## src/sbc_pkg.sv

```systemverilog
// shared constants and carrier types for the six-bit binary codec
package sbc_pkg;
  localparam logic [7:0] SBC_ASCII_ZERO = 8'h30;
  localparam logic [7:0] SBC_ASCII_TOP = 8'h6F;
  localparam logic [7:0] SBC_ASCII_TWO_TOP = 8'h33;
  localparam logic [2:0] SBC_CHARS_PER_GROUP = 3'h6;
  localparam logic [1:0] SBC_BYTES_PER_GROUP_M1 = 2'h3;
  localparam logic [15:0] SBC_HDR_OPC_2D = 16'h0093;
  localparam logic [15:0] SBC_HDR_OPC_3D = 16'h0094;
  localparam logic [15:0] SBC_BIN_DATA_OPC = 16'h010A;
  localparam logic [15:0] SBC_END_LIST_OPC = 16'h006B;
  localparam logic [15:0] SBC_END_LIST_LEN = 16'h0002;
  localparam logic [15:0] SBC_PKT_OVERHEAD = 16'h0004;
  localparam logic [15:0] SBC_BN_EXTRA = 16'h0002;
  localparam logic [7:0] SBC_TYPE_DOTS = 8'h01;
  localparam logic [7:0] SBC_TYPE_CONN = 8'h03;
  localparam logic [7:0] SBC_TYPE_SEP = 8'h04;

  typedef enum logic [1:0] {SBC_LIST_DOTS, SBC_LIST_CONNECTED, SBC_LIST_SEPARATE} sbc_list_kind_t;

  // description of one vector-list packet as the host side wants it
  typedef struct packed {
    sbc_list_kind_t kind;
    logic dim_3d;
    logic block_norm;
    logic [15:0] vector_count;
  } sbc_frame_cfg_t;

  // framing words that go into the message, binary lengths only
  typedef struct packed {
    logic [15:0] header_opcode;
    logic [7:0] list_type;
    logic [15:0] total_count;
    logic [15:0] binary_opcode;
    logic [15:0] data_count;
    logic [15:0] end_length;
    logic [15:0] end_opcode;
  } sbc_frame_info_t;
endpackage : sbc_pkg

```

## src/sbc_codec.sv

```systemverilog
// six-bit printable codec: word encoder, character decoder, list framing fields
// Functional notes
// RULE1: encode only after two 16-bit words held
// RULE2: group splits into five six-bit, one two-bit
// RULE3: fields taken from least significant end upward
// RULE4: send two-bit character first, reverse extraction order
// RULE5: add ASCII zero to every character
// RULE6: host sends each word MSB first
// RULE7: store word MSB at lower address
// RULE8: byte counts exclude six-bit expansion bytes
// RULE9: host encodes data before sending count
// RULE10: host suppresses carriage control in binary
// RULE11: header opcode 147 for 2D, 148 3D
// RULE12: list type 1 dots, 3 connected, 4 separate
// RULE13: vector normalized total and opcode 266
// RULE14: block normalized count is count*2*dim+2
// RULE15: list closed by length 2, opcode 107
// RULE16: decoder subtracts zero, reassembles words inversely
// RULE17: host sends only complete vectors per packet
`timescale 1ns/1ps
`default_nettype none
module sbc_codec
  import sbc_pkg::*;
#(
  parameter int ADDR_W = 16
) (
  // clock and reset
  input wire logic ref_clk_i,
  input wire logic rst_n_i,
  // binary words to encode
  input wire logic [15:0] enc_word_i,
  input wire logic enc_word_valid_i,
  output logic enc_word_ready_o,
  // printable characters out
  output logic [7:0] enc_char_o,
  output logic enc_char_valid_o,
  input wire logic enc_char_ready_i,
  // printable characters in
  input wire logic [7:0] dec_char_i,
  input wire logic dec_char_valid_i,
  output logic dec_char_ready_o,
  // decoded group and byte store
  output logic [31:0] dec_group_o,
  output logic dec_group_valid_o,
  output logic dec_char_err_o,
  input wire logic dec_addr_clear_i,
  output logic [ADDR_W-1:0] mem_addr_o,
  output logic [7:0] mem_byte_o,
  output logic mem_we_o,
  // list framing
  input wire sbc_frame_cfg_t frame_cfg_i,
  output sbc_frame_info_t frame_info_o
);

  // ---------------- encoder ----------------
  logic have_first, next_have_first;
  logic [15:0] first_word, next_first_word;
  logic [31:0] enc_sr, next_enc_sr;
  logic [2:0] enc_left, next_enc_left;
  logic [7:0] enc_char, next_enc_char;
  logic word_take, char_take, enc_load;

  assign enc_word_ready_o = (enc_left == 3'h0);
  assign word_take = enc_word_valid_i && enc_word_ready_o;
  assign enc_load = word_take && have_first;
  assign char_take = enc_char_valid_o && enc_char_ready_i;
  assign enc_char_valid_o = (enc_left != 3'h0);
  assign enc_char_o = enc_char;

  // the earlier word becomes the upper half; the two-bit field leaves first
  always_comb begin
    next_have_first = have_first;
    next_first_word = first_word;
    next_enc_sr = enc_sr;
    next_enc_left = enc_left;
    next_enc_char = enc_char;
    if (word_take && !have_first) begin
      next_have_first = 1'b1; // [RULE1]
      next_first_word = enc_word_i;
    end else if (enc_load) begin
      next_have_first = 1'b0;
      next_enc_sr = {first_word[13:0], enc_word_i, 2'h0}; // [RULE3]
      next_enc_left = SBC_CHARS_PER_GROUP; // [RULE1] [RULE2]
      next_enc_char = SBC_ASCII_ZERO + {6'h00, first_word[15:14]}; // [RULE4] [RULE5]
    end else if (char_take) begin
      next_enc_left = enc_left - 3'h1;
      next_enc_char = SBC_ASCII_ZERO + {2'h0, enc_sr[31:26]}; // [RULE4] [RULE5]
      next_enc_sr = {enc_sr[25:0], 6'h00};
    end
  end

  always_ff @(posedge ref_clk_i) begin
    if (!rst_n_i) begin
      have_first <= 1'b0;
      first_word <= 16'h0000;
      enc_sr <= 32'h0000_0000;
      enc_left <= 3'h0;
      enc_char <= 8'h00;
    end else begin
      have_first <= next_have_first;
      first_word <= next_first_word;
      enc_sr <= next_enc_sr;
      enc_left <= next_enc_left;
      enc_char <= next_enc_char;
    end
  end

  // ---------------- decoder ----------------
  typedef enum logic {SBC_DEC_GATHER, SBC_DEC_STORE} sbc_dec_state_t;
  sbc_dec_state_t dec_state, next_dec_state;
  logic [2:0] dec_cnt, next_dec_cnt;
  logic [31:0] dec_sr, next_dec_sr;
  logic [1:0] byte_idx, next_byte_idx;
  logic [ADDR_W-1:0] addr, next_addr;
  logic [7:0] mem_byte, next_mem_byte;
  logic mem_we, next_mem_we, grp_valid, next_grp_valid, char_err, next_char_err;
  logic dec_take;
  logic [7:0] payload;

  // out-of-range characters are flagged but still consumed, so framing never stalls
  function automatic logic char_bad(input logic [7:0] c, input logic first);
    char_bad = (c < SBC_ASCII_ZERO) || (c > (first ? SBC_ASCII_TWO_TOP : SBC_ASCII_TOP));
  endfunction : char_bad

  assign dec_char_ready_o = (dec_state == SBC_DEC_GATHER);
  assign dec_take = dec_char_valid_i && dec_char_ready_o;
  assign payload = dec_char_i - SBC_ASCII_ZERO; // [RULE16]

  // gather six characters, then write the group out byte by byte
  always_comb begin
    next_dec_state = dec_state;
    next_dec_cnt = dec_cnt;
    next_dec_sr = dec_sr;
    next_byte_idx = byte_idx;
    next_addr = addr;
    next_mem_byte = mem_byte;
    next_mem_we = 1'b0;
    next_grp_valid = 1'b0;
    next_char_err = 1'b0;
    unique case (dec_state)
      SBC_DEC_GATHER: begin
        if (dec_take) begin
          next_char_err = char_bad(dec_char_i, dec_cnt == 3'h0);
          if (dec_cnt == 3'h0) begin
            next_dec_sr = {30'h0000_0000, payload[1:0]}; // [RULE16]
          end else begin
            next_dec_sr = {dec_sr[25:0], payload[5:0]}; // [RULE16]
          end
          if (dec_cnt == SBC_CHARS_PER_GROUP - 3'h1) begin
            next_dec_cnt = 3'h0;
            next_grp_valid = 1'b1;
            next_byte_idx = 2'h0;
            next_dec_state = SBC_DEC_STORE;
          end else begin
            next_dec_cnt = dec_cnt + 3'h1;
          end
        end
      end
      SBC_DEC_STORE: begin
        // high byte of each word goes to the lower address
        next_mem_we = 1'b1; // [RULE7]
        next_mem_byte = dec_sr[8'(31 - 8 * byte_idx) -: 8]; // [RULE7]
        if (mem_we) begin
          next_addr = addr + ADDR_W'(1);
        end
        next_byte_idx = byte_idx + 2'h1;
        if (byte_idx == SBC_BYTES_PER_GROUP_M1) begin
          next_dec_state = SBC_DEC_GATHER;
        end
      end
    endcase
    if (mem_we && dec_state == SBC_DEC_GATHER) begin
      next_addr = addr + ADDR_W'(1);
    end
    if (dec_addr_clear_i) begin
      next_addr = '0;
    end
  end

  always_ff @(posedge ref_clk_i) begin
    if (!rst_n_i) begin
      dec_state <= SBC_DEC_GATHER;
      dec_cnt <= 3'h0;
      dec_sr <= 32'h0000_0000;
      byte_idx <= 2'h0;
      addr <= '0;
      mem_byte <= 8'h00;
      mem_we <= 1'b0;
      grp_valid <= 1'b0;
      char_err <= 1'b0;
    end else begin
      dec_state <= next_dec_state;
      dec_cnt <= next_dec_cnt;
      dec_sr <= next_dec_sr;
      byte_idx <= next_byte_idx;
      addr <= next_addr;
      mem_byte <= next_mem_byte;
      mem_we <= next_mem_we;
      grp_valid <= next_grp_valid;
      char_err <= next_char_err;
    end
  end

  assign dec_group_o = dec_sr;
  assign dec_group_valid_o = grp_valid;
  assign dec_char_err_o = char_err;
  assign mem_addr_o = addr;
  assign mem_byte_o = mem_byte;
  assign mem_we_o = mem_we;

  // ---------------- framing fields ----------------
  sbc_frame_info_t info, next_info;
  logic [15:0] dim, data_len;

  // counts are binary lengths; the six-bit expansion is never counted
  always_comb begin
    dim = frame_cfg_i.dim_3d ? 16'h0003 : 16'h0002;
    if (frame_cfg_i.block_norm) begin
      data_len = 16'(frame_cfg_i.vector_count * 16'h0002 * dim) + SBC_BN_EXTRA; // [RULE14] [RULE8]
    end else begin
      data_len = 16'(frame_cfg_i.vector_count * (dim + 16'h0001) * 16'h0002); // [RULE13] [RULE8]
    end
    next_info.header_opcode = frame_cfg_i.dim_3d ? SBC_HDR_OPC_3D : SBC_HDR_OPC_2D; // [RULE11]
    unique case (frame_cfg_i.kind)
      SBC_LIST_DOTS: next_info.list_type = SBC_TYPE_DOTS; // [RULE12]
      SBC_LIST_CONNECTED: next_info.list_type = SBC_TYPE_CONN;
      SBC_LIST_SEPARATE: next_info.list_type = SBC_TYPE_SEP;
      default: next_info.list_type = SBC_TYPE_CONN; // unused code folds to connected
    endcase
    next_info.total_count = SBC_PKT_OVERHEAD + data_len; // [RULE13]
    next_info.binary_opcode = SBC_BIN_DATA_OPC; // [RULE13]
    next_info.data_count = data_len;
    next_info.end_length = SBC_END_LIST_LEN; // [RULE15]
    next_info.end_opcode = SBC_END_LIST_OPC; // [RULE15]
  end

  always_ff @(posedge ref_clk_i) begin
    if (!rst_n_i) begin
      info <= '0;
    end else begin
      info <= next_info;
    end
  end

  assign frame_info_o = info;

  // ---------------- checks ----------------
  enc_pair_a: assert property (@(posedge ref_clk_i) disable iff (!rst_n_i) // [RULE1]
    $rose(enc_char_valid_o) |-> $past(word_take && have_first))
    else $error("encoder started without a full word pair");
  enc_six_chars_a: assert property (@(posedge ref_clk_i) disable iff (!rst_n_i) // [RULE2]
    enc_load ##1 (enc_char_ready_i && enc_char_valid_o) [*6] |=> !enc_char_valid_o)
    else $error("group did not yield exactly six characters");
  enc_two_bit_a: assert property (@(posedge ref_clk_i) disable iff (!rst_n_i) // [RULE4]
    enc_load |=> enc_char_o == SBC_ASCII_ZERO + {6'h00, $past(first_word[15:14])})
    else $error("first character is not the two-bit field");
  enc_low_last_a: assert property (@(posedge ref_clk_i) disable iff (!rst_n_i) // [RULE3]
    enc_load ##1 (enc_char_ready_i && enc_char_valid_o) [*5]
      |=> enc_char_o == SBC_ASCII_ZERO + {2'h0, $past(enc_word_i[5:0], 6)})
    else $error("last character is not bits 5 to 0");
  enc_printable_a: assert property (@(posedge ref_clk_i) disable iff (!rst_n_i) // [RULE5]
    enc_char_valid_o |-> (enc_char_o >= SBC_ASCII_ZERO && enc_char_o <= SBC_ASCII_TOP))
    else $error("encoded character not offset by ASCII zero");
  dec_msb_low_a: assert property (@(posedge ref_clk_i) disable iff (!rst_n_i) // [RULE7]
    $rose(mem_we_o) |-> mem_byte_o == dec_sr[31:24] ##1 mem_byte_o == dec_sr[23:16])
    else $error("word high byte not stored first");
  dec_group_a: assert property (@(posedge ref_clk_i) disable iff (!rst_n_i) // [RULE16]
    dec_take && dec_cnt == 3'h5 |=> dec_group_o[5:0] == 6'($past(payload)) ##1 mem_we_o)
    else $error("decoded group not reassembled");
  frm_opcode_a: assert property (@(posedge ref_clk_i) disable iff (!rst_n_i) // [RULE11]
    $past(frame_cfg_i.dim_3d) |-> frame_info_o.header_opcode == 16'd148)
    else $error("3D header opcode wrong");
  // the word registered during reset is all zero, so the first cycle after release is skipped
  frm_total_a: assert property (@(posedge ref_clk_i) disable iff (!rst_n_i) // [RULE13]
    $past(rst_n_i) |-> (frame_info_o.total_count == frame_info_o.data_count + 16'h0004 &&
      frame_info_o.binary_opcode == 16'h010A))
    else $error("packet total count or data opcode wrong");
  frm_type_a: assert property (@(posedge ref_clk_i) disable iff (!rst_n_i) // [RULE12]
    $past(frame_cfg_i.kind) == SBC_LIST_SEPARATE |-> frame_info_o.list_type == 8'd4)
    else $error("separate list type code wrong");

endmodule : sbc_codec
`default_nettype wire

```

## config.mk

```make
export PLATFORM = sky130hd
export DESIGN_NAME = sbc_codec
export DESIGN_NICKNAME = d
export VERILOG_FILES = /design/src/sbc_pkg.sv /design/src/sbc_codec.sv
export SDC_FILE = /design/constraint.sdc
export NUM_CORES = 1
export LEC_CHECK = 0
export BUFFER_PORTS_ARGS = -buffer_cell sky130_fd_sc_hd__buf_2
export CORE_ASPECT_RATIO = 1.2
export CORE_UTILIZATION = 58
export DETAILED_ROUTE_END_ITERATION = 10
export PLACE_DENSITY = 0.87
export SYNTH_ARGS = -nofsm -noshare
export SYNTH_HDL_FRONTEND = slang
export SYNTH_SLANG_ARGS = --single-unit
```

## constraint.sdc

```tcl
create_clock -name ref_clk_i -period 14.01 [get_ports ref_clk_i]
set_input_delay 2.1015 -clock ref_clk_i [delete_from_list [all_inputs] [get_ports ref_clk_i]]
set_output_delay 2.1015 -clock ref_clk_i [all_outputs]
set_load 0.03 [all_outputs]
```

Word-level counts from Yosys, hierarchy flattened
Index checks and enable logic that the tools add are counted.
{ "classes": {"div_mod_pow": 0, "n_addsub": 11, "n_reduce_logical": 23, "bitwise_logic": 4, "n_eq_ne": 5, "multipliers": 2, "n_shift": 1, "muxes": 27, "order_cmp": 2} }
{ "op_table": {"columns": ["op", "n"], "rows": [
  ["2-to-1 mux 32 bit", 3],
  ["2-to-1 mux 16 bit", 4],
  ["2-to-1 mux 57 bit", 1],
  ["indexed part select 39 x 9 -> 8 bit", 1],
  ["adder 16 x 1 -> 16 bit (second input constant)", 1],
  ["adder 16 x 2 -> 16 bit (second input constant)", 1],
  ["adder 3 x 16 -> 16 bit (first input constant)", 1],
  ["multiplier 16 x 3 -> 15 bit", 1],
  ["2-to-1 mux 8 bit", 2],
  ["multiplier 15 x 2 -> 15 bit", 1],
  ["2-to-1 mux 3 bit", 4],
  ["greater-than comparator 8 x 7 -> 1 bit", 1],
  ["< comparator 8 x 6 -> 1 bit (second input constant)", 1],
  ["AND reduction 2 bit", 4],
  ["nonzero test 2 bit", 4],
  ["adder 6 x 2 -> 7 bit (first input constant)", 1],
  ["adder 6 x 6 -> 7 bit (first input constant)", 1],
  ["2-to-1 mux 1 bit", 7],
  ["2-to-1 mux 7 bit", 1],
  ["logical AND 1 bit", 6],
  ["logical NOT 3 bit", 2],
  ["case mux 3 bit (2 select lines)", 1],
  ["subtractor 5 x 5 -> 6 bit (first input constant)", 1],
  ["subtractor 6 bit (second input constant)", 1],
  ["17 further kinds", 24]
]} }
{ "totals": {"reg_bits": 216, "mem_bits_rw": 0, "latch_bits": 0, "input_bits": 50, "romBits": 0, "word_cells": 96, "memories": 0, "output_inout_bits": 174} }

Logic depth before layout (Yosys ltp)
{ "logic_depth": {"word_depth": 5, "mapped_depth": 19, "mapped_depth_nobuf": 16} }

Least setup slack after synthesis
OpenSTA, ideal clock, no wires.
{ "synth_path": {"path_kind": "input port to flip-flop", "startpoint": "input port frame_cfg_i[17] (netlist bit)", "endpoint": "register info (netlist bit frame_info_o[79])", "setup_time_ps": 123, "required_ps": 13887, "cell_stages": 19, "path_slack_ps": 7580, "path_buffers": 5, "arrival_ps": 6307, "path_cell_list": "buf_6 > buf_2 > buf_1 > clkbuf_1 > clkbuf_1 > a21o_1 > ha_1 > ha_1 > fa_1 > a21o_1 > a211oi_1 > o21bai_1 > xnor2_1 > nor2_1 > a31oi_1 > or4b_4 > nor4_4 > nand4_1 > mux2_1"} }
{ "synth_via": {"elab_chain_cells": 5, "word_cells_on_any_way": 7, "cone_classes": "add/sub (3); mul (2); mux (2)"} }
{ "synth_rtl": {"columns": ["element", "line_no", "text"], "rows": [
  ["from (decl)", "sbc_codec.sv:51", "input wire sbc_frame_cfg_t frame_cfg_i,"],
  ["2-to-1 mux 1 bit *", "sbc_codec.sv:217", "dim = frame_cfg_i.dim_3d ? 16'h0003 : 16'h0002;"],
  ["multiplier 15 x 2 -> 15 bit / adder 2 x 1 -> 3 bit (equally long branches)", "sbc_codec.sv:219, sbc_codec.sv:221", null],
  ["adder 16 x 2 -> 16 bit / multiplier 16 x 3 -> 15 bit (equally long branches)", "sbc_codec.sv:219, sbc_codec.sv:221", null],
  ["2-to-1 mux 16 bit *", "sbc_codec.sv:218", "if (frame_cfg_i.block_norm) begin"],
  ["adder 3 x 16 -> 16 bit *", "sbc_codec.sv:230", "next_info.total_count = SBC_PKT_OVERHEAD + data_len;"],
  ["to (signal assigned)", "sbc_codec.sv:241", "info <= next_info;"],
  ["to (decl)", "sbc_codec.sv:212", "sbc_frame_info_t info, next_info;"]
]} }
Every way passes the cells marked *; elsewhere a longest branch is shown, timed or not.
A chain may end at the register's enable or synchronous reset.

Worst setup path after layout
Ends and elaborated chain as after synthesis.

==> key figures <==
STA
  – Period utilization: 0.455
  – Least-Margin Pin Slew: 1.07 ns
  – Hold slack: around 0.45 ns
  – RSZ-0062 raised after global routing: false
  – FMAX: between 150 and 200 MHz
  – Relative slew slack: 0.287
  – Setup tns final: 0 ns
  – Final Hold Vio Count: 0
  – Final Max Slew Viols: 0
  – Setup violations, final: 0
  – Period minus WS final: 6.37 ns
  – Clk_skew: roughly 0.0076 ns

Routing
  – Remaining antenna violation count: 0
  – Drt pass-1 iters: 5
  – DRC violations left: 0
  – Vias post-DR: 7699
  – Final WL: 20200 um
  – Avg WL per Cell: 14.4 um
  – Via-to-Cell Ratio: 5.47
  – DRT iter0 DRCs: 623

Die
  – DIE AREA: 15800 um^2
  – Die Wd: 115 um
  – Initial Util: 0.592
  – Num rows: 49
  – IO Pins: 224
  – Core box area: 15000 um^2
  – Die Height: 137 um

Yosys
  – Primary FF master, synth: dfxtp_1
  – Post-synth ARST share: 0
  – Number of synthesis warnings: 0
  – Dominant cells by area after synthesis: dfxtp_1 36%, nand2_1 6.7%, ha_1 6.6%, buf_4 6.0%, a21oi_1 5.0%
  – Cell variety after synth: 72
  – Post-synth EDFFs: 0
  – Synth area leader: dfxtp_1
  – Sequential area share after synthesis: 0.357
  – Post-Syn Instances: 1081
  – Top-area cell type share of the netlist area: 0.357
  – Synth Cell Area: 8860 um^2
  – Seq cells post-synth: 158
  – Mapped Avg Cell Area: between 8 and 9 um^2

CTS
  – Clock Path Buffers: 2
  – Root Driver: clkbuf_16
  – # resized after CTS: 0
  – Clk slew on worst S/H paths: 0.06 ns
  – Clock sinks: 158
  – Clk_lat worst skew: 0.42 ns
  – Hold buffers post-CTS: 0
  – H-tree depth: 4
  – CTS tree: yes
  – Post-CTS Setup Inserts: 0
  – CTS buffer count: 17

Worst hold path
  – Hold/Removal Path Class: reg -> reg

Finish
  – Nets: 1289
  – Area Overhead vs Synth: 13.6%
  – Commonest non-fill, non-tap cell in the layout: buf_2
  – Fin util: 0.673
  – Most frequent cells in the layout: 164 x buf_2, 159 x nand2_1, 158 x dfxtp_1, 109 x nor2_1, 89 x a21oi_1
  – Share of cells above drive strength 1: 0.196

Global routing
  – Initial antenna violation count: 1
  – First-pass GRT wire length: approximately 31000 um
  – GR Layer Usage met3: 0.0480
  – Total GRT Usage: 0.252
  – Vias in the first global route: 6883
  – Met2 usage: 0.443
  – GR met1 Demand/Resource: 0.296
  – Total global routing overflow: 0
  – Grt peak-use layer: met2
  – Largest net degree at the start of global routing: roughly 100

Status
  – Status: finished clean

Worst setup path
  – Setup crit start kind: primary input
  – Worst Path Arrival: 6.68 ns
  – Crit end category: register
  – Slowest CP cell: buf_2
  – Crit path largest cell delay: roughly 0.64 ns
  – CP most frequent cell: inv_1
  – CP Cell Sequence: buf_2 -> nand2_1 -> inv_1 -> ha_1 -> inv_1 -> fa_1 -> nand2b_1 -> o22ai_1 -> o211ai_1 -> a211oi_2 -> or4_4 -> a31oi_1 -> or4b_4 -> nor4_4 -> nand4_1 -> mux2_1
  – Crit Path Max Fanout: 49
  – Crit Path Class: in -> reg
  – WP data required: ~14 ns

Power and ir drop
  – VDD IR max: 0.0000960 V
  – Pwr Density: 141 nW/um^2
  – Leakage: 4.39 nW

Run
  – MaxCap Viol Count: 0

Place
  – PortBufs: 164
  – RD Place Congestion: ~0.89
  – HPWL Detailed: 14500 um
## critical path, delay by kind of cell
| kind | cells | cell delay [ns] |
|---|---|---|
| simple gates | 6 | 1.77 |
| mux | 1 | 0.35 |
| compound gates | 4 | 1.08 |
| buf+inv | 3 | 0.80 |
| fa+ha+maj | 2 | 0.57 |
## final cells by class
class / count / area (um^2)
Antenna cell: 1 / 2.50
Sequential cell: 158 / 3160
Timing Repair Buffer: 170 / 866
Tap cell: 204 / 255
Fill cell: 1252 / 4890
Clock inverter: 12 / 208
Multi-Input combinational cell: 812 / 5000
Inverter: 31 / 118
Clock buffer: 19 / 453
## power by group
group / internal, mW / leakage, nW / total [mW] / switching [mW]
Combinational: 0.118 / 2.79 / 0.393 / 0.274
Sequential: 0.497 / 1.29 / 0.520 / 0.0223
Clock: 0.326 / 0.312 / 0.508 / 0.182
Total: 0.942 / 4.39 / 1.42 / 0.479
## stage by stage
stage	instance area (um^2)	std cells	setup slack (ns)	total power, mW
after floorplan	9070	1138	7.58	0.841
after global placement	9410	1375	7.34	0.909
after detailed placement	9410	1375	7.25	0.918
after CTS	10100	1406	7.68	1.43
after global routing	10100	1407	7.29	1.49
final	10100	1407	7.64	1.42
## cell families (layout without fill, tap and decap cells)
family	count (synthesis)	count (layout)	synth area share
AO/OA/AOI/OAI	201	201	0.145
XOR/XNOR	52	52	0.0561
adder cells (fa/ha/maj)	49	49	0.0709
buffers and inverters	168	232	0.103
flip-flops	158	158	0.357
multiplexers	25	25	0.0402
other	1	59	0.000423
AND/OR/NAND/NOR	427	427	0.227
## flip-flops by register name, indices dropped and copies added (netlist names)
name / cells
frame_info_o: 36
dec_group_o: 32
enc_sr: 30
first_word: 16
mem_addr_o: 16
mem_byte_o: 8
enc_char_o: 7
dec_cnt: 3
enc_left: 3
byte_idx: 2
dec_char_err_o: 1
dec_group_valid_o: 1
dec_state: 1
have_first: 1
mem_we_o: 1
## final timing paths
path / startpoint / end / slack, ns / cells after the start
worst min register to register: first_word[13] / first_word[13] / 0.45 / 2
worst min-delay path: first_word[13] / first_word[13] / 0.45 / 2
worst max-delay path: frame_cfg_i[17] / frame_info_o[79] / 7.64 / 16
worst max register to register: dec_cnt[2] / dec_char_err_o / 11.71 / 10
## cells in the mapped netlist, types with 4 or more instances
| cell | number |
|---|---|
| o21ai_0 | 24 |
| clkbuf_1 | 57 |
| mux4_2 | 8 |
| mux2i_1 | 12 |
| a311oi_1 | 20 |
| o21bai_1 | 4 |
| nand2b_1 | 15 |
| or3_1 | 6 |
| o211ai_1 | 6 |
| a31oi_1 | 7 |
| and3_1 | 8 |
| xor2_1 | 23 |
| ha_1 | 47 |
| buf_2 | 5 |
| o31ai_1 | 4 |
| nor2b_1 | 13 |
| and2_1 | 18 |
| dfxtp_1 | 158 |
| buf_4 | 71 |
| nor4_1 | 5 |
| nand2_1 | 159 |
| o21a_1 | 5 |
| nand3_1 | 51 |
| a22oi_1 | 5 |
| nor3_1 | 15 |
| a21oi_1 | 89 |
| nand3b_1 | 4 |
| or2_2 | 6 |
| xnor2_1 | 25 |
| a21o_1 | 11 |
| inv_1 | 29 |
| nor2_1 | 109 |
## layer usage
layer / vias to the layer above / wire length, um
met5: - / 0
met4: 0 / 548
met3: 46 / 1040
met2: 250 / 10300
met1: 3617 / 8320
li1: 3786 / -
Note: power is estimated with default switching activity, not from simulation.
